$ cat src/hdl/rcc_pkg.sv
// Constants, types and register map of the calendar core
package rcc_pkg;

    // Bus address, write form shifted right by one
    localparam logic [6:0] DEV_ADDR   = 7'h51;
    localparam logic [3:0] BYTE_BITS  = 4'h8;

    // Register pointers
    localparam logic [3:0] A_CTRL1    = 4'h0;
    localparam logic [3:0] A_CTRL2    = 4'h1;
    localparam logic [3:0] A_SEC      = 4'h2;
    localparam logic [3:0] A_MIN      = 4'h3;
    localparam logic [3:0] A_HOUR     = 4'h4;
    localparam logic [3:0] A_DAY      = 4'h5;
    localparam logic [3:0] A_WDAY     = 4'h6;
    localparam logic [3:0] A_MON      = 4'h7;
    localparam logic [3:0] A_YEAR     = 4'h8;
    localparam logic [3:0] A_AMIN     = 4'h9;
    localparam logic [3:0] A_AHOUR    = 4'ha;
    localparam logic [3:0] A_ADAY     = 4'hb;
    localparam logic [3:0] A_AWDAY    = 4'hc;

    // Implemented bits of each register
    localparam logic [7:0] M_SEC      = 8'h7f;
    localparam logic [7:0] M_MIN      = 8'h7f;
    localparam logic [7:0] M_HOUR     = 8'h3f;
    localparam logic [7:0] M_DAY      = 8'h3f;
    localparam logic [7:0] M_WDAY     = 8'h07;
    localparam logic [7:0] M_MON      = 8'h1f;
    localparam logic [7:0] M_YEAR     = 8'hff;
    localparam logic [7:0] M_AMIN     = 8'hff;
    localparam logic [7:0] M_AHOUR    = 8'hbf;
    localparam logic [7:0] M_ADAY     = 8'hbf;
    localparam logic [7:0] M_AWDAY    = 8'h87;

    // Field positions
    localparam int         AF_BIT     = 3;
    localparam int         VL_BIT     = 7;
    localparam int         CEN_BIT    = 7;
    localparam int         AE_BIT     = 7;

    // Reset values
    localparam logic [7:0] RST_ALARM  = 8'h80;
    localparam logic [7:0] RST_ZERO   = 8'h00;
    localparam logic [7:0] RST_ONE    = 8'h01;

    // Counting limits in BCD
    localparam logic [7:0] SEC_LAST   = 8'h59;
    localparam logic [7:0] HOUR_LAST  = 8'h23;
    localparam logic [7:0] MON_LAST   = 8'h12;
    localparam logic [7:0] YEAR_LAST  = 8'h99;
    localparam logic [7:0] DAY_28     = 8'h28;
    localparam logic [7:0] DAY_29     = 8'h29;
    localparam logic [7:0] DAY_30     = 8'h30;
    localparam logic [7:0] DAY_31     = 8'h31;
    localparam logic [7:0] MON_FEB    = 8'h02;
    localparam logic [7:0] MON_APR    = 8'h04;
    localparam logic [7:0] MON_JUN    = 8'h06;
    localparam logic [7:0] MON_SEP    = 8'h09;
    localparam logic [7:0] MON_NOV    = 8'h11;
    localparam logic [7:0] WDAY_LAST  = 8'h06;

    typedef struct packed {
        logic scl;
        logic sda;
    } rcc_i2c_in_t;

    typedef struct packed {
        logic sda_o;
        logic sda_oe;
    } rcc_i2c_out_t;

    typedef struct packed {
        logic [7:0] sec;
        logic [7:0] min;
        logic [7:0] hour;
        logic [7:0] day;
        logic [7:0] wday;
        logic [7:0] mon;
        logic [7:0] year;
    } rcc_time_t;

    typedef enum logic [6:0] {
        ST_IDLE = 7'h01,
        ST_ADDR = 7'h02,
        ST_AACK = 7'h04,
        ST_WR   = 7'h08,
        ST_WACK = 7'h10,
        ST_RD   = 7'h20,
        ST_RACK = 7'h40
    } rcc_state_t;

endpackage : rcc_pkg

$ cat src/hdl/rcc_bcd_step.sv
// One BCD counter step with wrap to a first value
`timescale 1ns/1ns
module rcc_bcd_step #(
    parameter int W = 8
) (
    input  wire logic [W-1:0] cur,
    input  wire logic [W-1:0] first,
    input  wire logic [W-1:0] last,
    output logic      [W-1:0] nxt,
    output logic              wrap
);
    wire logic [W-5:0] tens_up;
    wire logic [W-1:0] unit_up;

    assign tens_up = cur[W-1:4] + {{(W-5){1'b0}}, 1'b1};
    assign unit_up = cur + {{(W-1){1'b0}}, 1'b1};
    // Out-of-range values written by the host also wrap
    assign wrap    = (cur >= last);
    assign nxt     = wrap ? first :
                     (cur[3:0] >= 4'h9) ? {tens_up, 4'h0} : unit_up;

endmodule : rcc_bcd_step

$ cat src/hdl/rcc_rtc_core.sv
// Calendar core with alarm and two-wire register access
`timescale 1ns/1ns
module rcc_rtc_core (
    input  wire logic                  mclk,
    input  wire logic                  reset,
    input  wire logic                  tick_1hz,
    input  wire logic                  supply_low,
    input  wire rcc_pkg::rcc_i2c_in_t  i2c_in,
    output rcc_pkg::rcc_i2c_out_t      i2c_out,
    output logic                       alarm_flag,
    output logic                       access_busy
);
    import rcc_pkg::*;

    // Bus state
    rcc_state_t   state_q, state_d;
    logic [3:0]   cnt_q, cnt_d;
    logic [7:0]   sh_q, sh_d;
    logic [3:0]   ptr_q, ptr_d;
    logic         rw_q, rw_d;
    logic         first_q, first_d;
    logic         nack_q, nack_d;
    logic         busy_q, busy_d;
    logic         oe_d;
    logic         wr_en;
    logic         scl_q, sda_q;
    rcc_i2c_out_t out_q;

    // Time and alarm state
    rcc_time_t    tm_q, tm_d;
    logic         cen_q, cen_d;
    logic         vl_q, vl_d;
    logic         pend_q, pend_d;
    logic [7:0]   amin_q, ahour_q, aday_q, awday_q;
    logic         af_q, af_d;
    logic         match_q;

    // Bus line events
    wire logic scl_rise = i2c_in.scl & ~scl_q;
    wire logic scl_fall = ~i2c_in.scl & scl_q;
    wire logic start    = i2c_in.scl & scl_q & sda_q & ~i2c_in.sda;
    wire logic stop     = i2c_in.scl & scl_q & ~sda_q & i2c_in.sda;
    wire logic got_byte = (cnt_q == BYTE_BITS);
    wire logic [7:0] wd = sh_q;

    // Register read selection
    wire logic [7:0] rd_byte =
        (ptr_q == A_CTRL2) ? {4'h0, af_q, 3'h0} :
        (ptr_q == A_SEC)   ? {vl_q, tm_q.sec[6:0]} :
        (ptr_q == A_MIN)   ? tm_q.min :
        (ptr_q == A_HOUR)  ? tm_q.hour :
        (ptr_q == A_DAY)   ? tm_q.day :
        (ptr_q == A_WDAY)  ? tm_q.wday :
        (ptr_q == A_MON)   ? {cen_q, tm_q.mon[6:0]} :
        (ptr_q == A_YEAR)  ? tm_q.year :
        (ptr_q == A_AMIN)  ? amin_q :
        (ptr_q == A_AHOUR) ? ahour_q :
        (ptr_q == A_ADAY)  ? aday_q :
        (ptr_q == A_AWDAY) ? awday_q : 8'h00;

    // Bus slave state machine
    always_comb begin
        state_d = state_q;
        cnt_d   = cnt_q;
        sh_d    = sh_q;
        ptr_d   = ptr_q;
        rw_d    = rw_q;
        first_d = first_q;
        nack_d  = nack_q;
        busy_d  = busy_q;
        oe_d    = out_q.sda_oe;
        wr_en   = 1'b0;
        if (start) begin
            state_d = ST_ADDR;
            cnt_d   = 4'h0;
            oe_d    = 1'b0;
        end else if (stop) begin
            state_d = ST_IDLE;
            oe_d    = 1'b0;
            busy_d  = 1'b0;
        end else begin
            unique case (state_q)
                ST_IDLE: begin
                    oe_d = 1'b0;
                end
                ST_ADDR: begin
                    if (scl_rise) begin
                        sh_d  = {sh_q[6:0], i2c_in.sda};
                        cnt_d = cnt_q + 4'h1;
                    end else if (scl_fall && got_byte) begin
                        if (sh_q[7:1] == DEV_ADDR) begin
                            state_d = ST_AACK;
                            oe_d    = 1'b1;
                            rw_d    = sh_q[0];
                            busy_d  = 1'b1;
                        end else begin
                            state_d = ST_IDLE;
                        end
                    end
                end
                ST_AACK: begin
                    if (scl_fall) begin
                        cnt_d = 4'h0;
                        if (rw_q) begin
                            state_d = ST_RD;
                            sh_d    = rd_byte;
                            oe_d    = ~rd_byte[7];
                        end else begin
                            state_d = ST_WR;
                            oe_d    = 1'b0;
                            first_d = 1'b1;
                        end
                    end
                end
                ST_WR: begin
                    if (scl_rise) begin
                        sh_d  = {sh_q[6:0], i2c_in.sda};
                        cnt_d = cnt_q + 4'h1;
                    end else if (scl_fall && got_byte) begin
                        state_d = ST_WACK;
                        oe_d    = 1'b1;
                        cnt_d   = 4'h0;
                        first_d = 1'b0;
                        wr_en   = ~first_q;
                        ptr_d   = first_q ? sh_q[3:0] : ptr_q + 4'h1;
                    end
                end
                ST_WACK: begin
                    if (scl_fall) begin
                        state_d = ST_WR;
                        oe_d    = 1'b0;
                    end
                end
                ST_RD: begin
                    if (scl_rise) begin
                        cnt_d = cnt_q + 4'h1;
                    end else if (scl_fall && got_byte) begin
                        state_d = ST_RACK;
                        oe_d    = 1'b0;
                        ptr_d   = ptr_q + 4'h1;
                    end else if (scl_fall) begin
                        sh_d = {sh_q[6:0], 1'b0};
                        oe_d = ~sh_q[6];
                    end
                end
                ST_RACK: begin
                    if (scl_rise) begin
                        nack_d = i2c_in.sda;
                    end else if (scl_fall) begin
                        if (nack_q) begin
                            state_d = ST_IDLE;
                        end else begin
                            state_d = ST_RD;
                            cnt_d   = 4'h0;
                            sh_d    = rd_byte;
                            oe_d    = ~rd_byte[7];
                        end
                    end
                end
                default: begin
                    state_d = ST_IDLE;
                    oe_d    = 1'b0;
                end
            endcase
        end
    end

    // Counter steps
    logic [7:0] s_nxt, m_nxt, h_nxt, d_nxt, mo_nxt, y_nxt;
    logic       s_wrap, m_wrap, h_wrap, d_wrap, mo_wrap, y_wrap;

    wire logic leap = tm_q.year[4] ?
        (tm_q.year[3:0] == 4'h2 || tm_q.year[3:0] == 4'h6) :
        (tm_q.year[3:0] == 4'h0 || tm_q.year[3:0] == 4'h4 ||
         tm_q.year[3:0] == 4'h8);
    wire logic short_mon = (tm_q.mon == MON_APR) || (tm_q.mon == MON_JUN) ||
                           (tm_q.mon == MON_SEP) || (tm_q.mon == MON_NOV);
    wire logic [7:0] day_last =
        (tm_q.mon == MON_FEB) ? (leap ? DAY_29 : DAY_28) :
        short_mon ? DAY_30 : DAY_31;

    rcc_bcd_step u_sec (
        .cur (tm_q.sec), .first (RST_ZERO), .last (SEC_LAST),
        .nxt (s_nxt),    .wrap  (s_wrap));
    rcc_bcd_step u_min (
        .cur (tm_q.min), .first (RST_ZERO), .last (SEC_LAST),
        .nxt (m_nxt),    .wrap  (m_wrap));
    rcc_bcd_step u_hour (
        .cur (tm_q.hour), .first (RST_ZERO), .last (HOUR_LAST),
        .nxt (h_nxt),     .wrap  (h_wrap));
    rcc_bcd_step u_day (
        .cur (tm_q.day), .first (RST_ONE), .last (day_last),
        .nxt (d_nxt),    .wrap  (d_wrap));
    rcc_bcd_step u_mon (
        .cur (tm_q.mon), .first (RST_ONE), .last (MON_LAST),
        .nxt (mo_nxt),   .wrap  (mo_wrap));
    rcc_bcd_step u_year (
        .cur (tm_q.year), .first (RST_ZERO), .last (YEAR_LAST),
        .nxt (y_nxt),     .wrap  (y_wrap));

    // Carry chain, held off while the host owns the bus
    wire logic adv    = ~busy_q & (tick_1hz | pend_q);
    wire logic c_min  = adv & s_wrap;
    wire logic c_hour = c_min & m_wrap;
    wire logic c_day  = c_hour & h_wrap;
    wire logic c_mon  = c_day & d_wrap;
    wire logic c_year = c_mon & mo_wrap;
    wire logic c_cen  = c_year & y_wrap;
    wire logic [7:0] wday_nxt = (tm_q.wday >= WDAY_LAST) ? RST_ZERO :
                                tm_q.wday + 8'h01;

    always_comb begin
        tm_d = tm_q;
        cen_d = cen_q;
        vl_d  = vl_q | supply_low;
        if (wr_en) begin
            unique case (ptr_q)
                A_SEC: begin
                    tm_d.sec = wd & M_SEC;
                    vl_d     = wd[VL_BIT] | supply_low;
                end
                A_MIN:   tm_d.min  = wd & M_MIN;
                A_HOUR:  tm_d.hour = wd & M_HOUR;
                A_DAY:   tm_d.day  = wd & M_DAY;
                A_WDAY:  tm_d.wday = wd & M_WDAY;
                A_MON: begin
                    tm_d.mon = wd & M_MON;
                    cen_d    = wd[CEN_BIT];
                end
                A_YEAR:  tm_d.year = wd & M_YEAR;
                default: begin
                end
            endcase
        end else if (adv) begin
            tm_d.sec = s_nxt;
            if (c_min) begin
                tm_d.min = m_nxt;
            end
            if (c_hour) begin
                tm_d.hour = h_nxt;
            end
            if (c_day) begin
                tm_d.day  = d_nxt;
                tm_d.wday = wday_nxt;
            end
            if (c_mon) begin
                tm_d.mon = mo_nxt;
            end
            if (c_year) begin
                tm_d.year = y_nxt;
            end
            if (c_cen) begin
                cen_d = ~cen_q;
            end
        end
    end

    // One deferred tick at most
    assign pend_d = busy_q ? (pend_q | tick_1hz) : (pend_q & tick_1hz);

    // Alarm comparison
    wire logic en_m = ~amin_q[AE_BIT];
    wire logic en_h = ~ahour_q[AE_BIT];
    wire logic en_d = ~aday_q[AE_BIT];
    wire logic en_w = ~awday_q[AE_BIT];
    wire logic eq_m = (amin_q & M_MIN) == tm_q.min;
    wire logic eq_h = (ahour_q & M_HOUR) == tm_q.hour;
    wire logic eq_d = (aday_q & M_DAY) == tm_q.day;
    wire logic eq_w = (awday_q & M_WDAY) == tm_q.wday;
    wire logic match = (en_m | en_h | en_d | en_w) &
                       (~en_m | eq_m) & (~en_h | eq_h) &
                       (~en_d | eq_d) & (~en_w | eq_w);
    wire logic af_clr = wr_en & (ptr_q == A_CTRL2) & ~wd[AF_BIT];
    // New match sets, and a set beats a clear in the same cycle
    assign af_d = (match & ~match_q) | (af_q & ~af_clr);

    always_ff @(posedge mclk) begin
        if (reset) begin
            state_q <= ST_IDLE;
            cnt_q   <= 4'h0;
            sh_q    <= 8'h00;
            ptr_q   <= 4'h0;
            rw_q    <= 1'b0;
            first_q <= 1'b0;
            nack_q  <= 1'b0;
            busy_q  <= 1'b0;
            out_q   <= '{sda_o: 1'b0, sda_oe: 1'b0};
            scl_q   <= 1'b1;
            sda_q   <= 1'b1;
        end else begin
            state_q <= state_d;
            cnt_q   <= cnt_d;
            sh_q    <= sh_d;
            ptr_q   <= ptr_d;
            rw_q    <= rw_d;
            first_q <= first_d;
            nack_q  <= nack_d;
            busy_q  <= busy_d;
            out_q   <= '{sda_o: 1'b0, sda_oe: oe_d};
            scl_q   <= i2c_in.scl;
            sda_q   <= i2c_in.sda;
        end
    end

    always_ff @(posedge mclk) begin
        if (reset) begin
            tm_q    <= '{sec: RST_ZERO, min: RST_ZERO, hour: RST_ZERO,
                         day: RST_ONE, wday: RST_ZERO, mon: RST_ONE,
                         year: RST_ZERO};
            cen_q   <= 1'b0;
            vl_q    <= 1'b1;
            pend_q  <= 1'b0;
            af_q    <= 1'b0;
            match_q <= 1'b0;
        end else begin
            tm_q    <= tm_d;
            cen_q   <= cen_d;
            vl_q    <= vl_d;
            pend_q  <= pend_d;
            af_q    <= af_d;
            match_q <= match;
        end
    end

    // Alarm target registers
    always_ff @(posedge mclk) begin
        if (reset) begin
            amin_q  <= RST_ALARM;
            ahour_q <= RST_ALARM;
            aday_q  <= RST_ALARM;
            awday_q <= RST_ALARM;
        end else if (wr_en) begin
            if (ptr_q == A_AMIN) amin_q <= wd & M_AMIN;
            if (ptr_q == A_AHOUR) ahour_q <= wd & M_AHOUR;
            if (ptr_q == A_ADAY) aday_q <= wd & M_ADAY;
            if (ptr_q == A_AWDAY) awday_q <= wd & M_AWDAY;
        end
    end

    assign i2c_out     = out_q;
    assign alarm_flag  = af_q;
    assign access_busy = busy_q;

endmodule : rcc_rtc_core

$ cat config.mk
export PLATFORM = sky130hd
export DESIGN_NAME = rcc_rtc_core
export DESIGN_NICKNAME = d
export VERILOG_FILES = /design/src/hdl/rcc_pkg.sv /design/src/hdl/rcc_bcd_step.sv /design/src/hdl/rcc_rtc_core.sv
export SDC_FILE = /design/constraint.sdc
export NUM_CORES = 1
export LEC_CHECK = 0
export CAP_MARGIN = 20
export CORE_ASPECT_RATIO = 1.25
export CORE_MARGIN = 1.5
export CORE_UTILIZATION = 65
export DETAILED_ROUTE_END_ITERATION = 6
export DONT_BUFFER_PORTS = 1
export PLACE_DENSITY = 0.84
export SLEW_MARGIN = 0
export SYNTH_ARGS = -nofsm -noshare
export SYNTH_HDL_FRONTEND = slang
export SYNTH_SLANG_ARGS = --single-unit
$ cat constraint.sdc
create_clock -name mclk -period 3.65 [get_ports mclk]
set_clock_uncertainty 0.05 [all_clocks]
set_input_delay 0.1825 -clock mclk [delete_from_list [all_inputs] [get_ports mclk]]
set_output_delay 0.1825 -clock mclk [all_outputs]
set_load 0.01 [all_outputs]
==> impl_metrics.csv <==
group,metric,value,unit
sta,worstMarginPinSlew,1.11,ns
logic_synthesis,synthCells,1020,
logic_synthesis,synth-edff-count,0,
outcome,status,"finished, final reports clean",
worst_setup_path,cp.required,3.90,ns
finish,final_nets,1049,
sta,fmax,0.294,GHz
die,start_util,66.5,%
finish,area_delta_synth_final,9.32,%
grt,grt_pass1_wl,39400,µm
sta,period_share,93.2,%
grt,track_usage,39.1,%
route,drc,0,
logic_synthesis,synthArstFlopShare,0,%
placement,postPlaceCellArea,8130,µm²
grt,grt_pass1_vias,7671,
finish,antenna_cells,0,
pwr,power.density,343,nW/µm²
grt,grt_antenna_before_repair,1,
worst_setup_path,cp_common_cell,"ha_1",
die,design.core.area,12100,µm²
pwr,swShare,23.2,%
grt,grt_max_degree,91,
logic_synthesis,synth_flop_cell,"dfxtp_1",
worst_setup_path,critical_path.top_delay_family,"compound AO/OA/AOI/OAI gates",
pwr,p_clk_share,53.5,%
placement,placed_cells,1138,
hold_path,hp-class,"in2reg",
hold_path,hold_path_startpoint,"i2c_in[1]",
worst_setup_path,crit_chain,"inv_1 -> ha_1 -> nand2b_1 -> a21boi_0 -> o221ai_1 -> nand3_1 -> nand2_1 -> ha_1 -> or4b_4 -> a2111oi_4 -> nor2_4 -> a31oi_4 -> buf_12 -> o21bai_1 -> a21oi_1",
sta,fin_hold_ws,0.0337,ns
logic_synthesis,synth.avg_cell_area,7.89,µm²
logic_synthesis,syn_nets,1070,
route,drt-met1-wl,9260,µm
worst_setup_path,worstSetupStartpoint,"tm_q[0]",
clocking,cts_tree,"built",
placement,dp_hpwl,17100,µm
die,design.die.area,13100,µm²
clocking,clk_latency,0.43,ns
flow_run,maxCapViolations,0,
finish,fill_cells,930,
route,wl_met3,2520,µm
clocking,htreeDepth,4,
route,vias_per_cell,6.97,
clocking,clkTransAtPathRegs,0.06,ns
route,dr_total_vias,8192,
logic_synthesis,yosysSeqAreaShare,29.1,%
pwr,power,3.02,mW
worst_setup_path,cp_num_buf_inv,2,
sta,layout_min_cycle_time,3.40,ns
die,io_pins,10,
logic_synthesis,yosysTopAreaCell,"dfxtp_1",
die,die_h,127,µm
sta,tns,0,ns
worst_setup_path,start_kind,"register",
worst_setup_path,slowest_stage,"or4b_4",
route,top_layer,"met4",
sta,slew_violations,0,
clocking,clock-root-buffer,"clkbuf_16",
logic_synthesis,synth.cell_area,8050,µm²
worst_setup_path,critical_path_class,"reg2reg",
clocking,cts_sinks,117,
route,first_iter_violations,1024,
route,dr_wl_met2,11500,µm
pwr,power_switching,700,µW
placement,globalplace.congestion,1.06,
pwr,p_seq_share,43.1,%
placement,portBuffers,0,
sta,maxSlewHeadroom,25.8,%
clocking,cts_buffers,17,
worst_setup_path,end_kind,"register",
logic_synthesis,ys_ff_latch,117,
pwr,p_int,2.32,mW
logic_synthesis,netlist.area_leader.share,29.1,%
worst_setup_path,slowest_delay,0.50,ns
pwr,comb_power_share,3.4,%
route,ant_nets,0,
finish,drive_above_1_share,8.99,%
route,wl_per_cell,21.2,µm
route,routed_wl,24900,µm
pwr,leakagePower,3.49,nW
logic_synthesis,ys_warn_count,0,
worst_setup_path,worstPathMaxFanout,12,
logic_synthesis,synth_cell_type_count,89,
grt,grt_overflow,0,
sta,finalHoldViolCount,0,
logic_synthesis,synth.area.top_cells,"dfxtp_1 29%, ha_1 6.8%, a21oi_1 5.2%",
die,rows,45,
finish,fin_cells,1176,
die,dieWidth,103,µm
pwr,vdd_drop_max,0.298,mV
route,drtPass1Iterations,6,
finish,fin_area,8800,µm²
clocking,cts_buffer_depth,2,
sta,final-setup-viol-count,0,
worst_setup_path,regToRegStartpoint,"tm_q[0]",
worst_setup_path,crit_arrival,3.65,ns
cells by family after synthesis:
kind of cell	share of synthesized area, %
flops	29.1
other cells	0.0466
buf+inv	5.35
simple gates	24.1
mux	4.13
xor+xnor	3.26
compound gates	27.2
fa+ha+maj	6.84
per-layer routing:
| metal | global-route usage, % | vias to the layer above |
|---|---|---|
| met1 | 46.9 | 3792 |
| met3 | 11.4 | 153 |
| met2 | 61.3 | 520 |
| li1 | - | 3727 |
| met5 | 0 | - |
| met4 | 23.4 | 0 |
worst register-to-register path: cells and delay by family (launching register included):
kind                       cells  cell delay [ns]
AOI/OAI and AO/OA              6             1.16
and+or+nand+nor                5             0.88
adders and majority gates      2             0.49
DFF                            1             0.39
buffers and inverters          2             0.30
final timing paths:
kind	to	slack [ns]	depth (start not counted)
max	tm_q[2]	0.25	15
min	state_q[1]	0.03	2
max reg2reg	tm_q[2]	0.25	15
min reg2reg	alarm_flag	0.38	1
repair_timing:
item / in CTS / in global routing
hold buffers: 5 / 0
setup endpoints to repair: 0 / 14
resized for setup: 0 / 4
buffers inserted: 0 / 1
hold endpoints to repair: 94 / 0
placed cells by master, fill, tap and decap left out, types with 17 or more instances in the layout:
cell | netlist | routed
nand2_1 | 79 | 79
and3_1 | 20 | 20
ha_1 | 44 | 44
inv_1 | 40 | 40
nor3_1 | 25 | 25
dfxtp_1 | 117 | 117
mux2i_1 | 31 | 31
a211oi_1 | 30 | 30
nor2_1 | 92 | 91
nand3_1 | 30 | 30
clkbuf_16 | 0 | 17
buf_4 | 3 | 20
a21oi_1 | 83 | 83
o21ai_0 | 78 | 78
state kept, by name (all words and copies together) (netlist names), 7 cells and up:
name,count
aday_q,7
state_q,7
tm_q,56
ahour_q,7
amin_q,8
sh_q,8
final cells by class:
class | count | area [µm²] | share of cell area, %
clock inverters | 14 | 138 | 1.56
clock buffers | 18 | 429 | 4.88
multi-input cells | 796 | 5300 | 60.2
repair buffers | 26 | 238 | 2.70
flip-flops and latches | 117 | 2340 | 26.6
inverters | 41 | 154 | 1.75
well taps | 164 | 205 | 2.33
synth_stat cells, types with 6 or more instances:
library cell	instances
and2_1	10
nor4_1	9
nand2b_1	12
nand2_1	79
nor3b_1	16
a21oi_1	83
o21a_1	6
inv_1	40
nand3_1	30
o211ai_1	12
a22oi_1	6
and3_1	20
nand4_1	8
or2_2	7
mux2i_1	31
clkbuf_1	50
a221oi_1	7
nor2_1	92
buf_2	8
nor2b_1	11
o31ai_1	11
nor3_1	25
o21ai_0	78
ha_1	44
a211oi_1	30
a41oi_1	7
xnor2_1	14
nand3b_1	7
a31oi_1	8
xor2_1	16
o22ai_1	7
dfxtp_1	117
per-stage QoR:
step	setup slack, ns	utilization, %
6_report	0.248	72.7
5_1_grt	-0.0204	72.7
4_1_cts	0.189	72.4
3_5_place_dp	0.217	67.2
3_3_place_gp	0.375	67.2
2_1_floorplan	0.516	-
power by group through the flow:
| stage | clock network [mW] | registers (mW) | logic (mW) |
|---|---|---|---|
| 2_1_floorplan | 0 | 1.32 | 0.0770 |
| 3_3_place_gp | 0 | 1.33 | 0.0764 |
| 3_5_place_dp | 0 | 1.33 | 0.0782 |
| 4_1_cts | 1.62 | 1.30 | 0.102 |
| 5_1_grt | 1.68 | 1.30 | 0.112 |
| 6_report | 1.61 | 1.30 | 0.104 |
No activity file was read; power rests on OpenSTA's default activity.
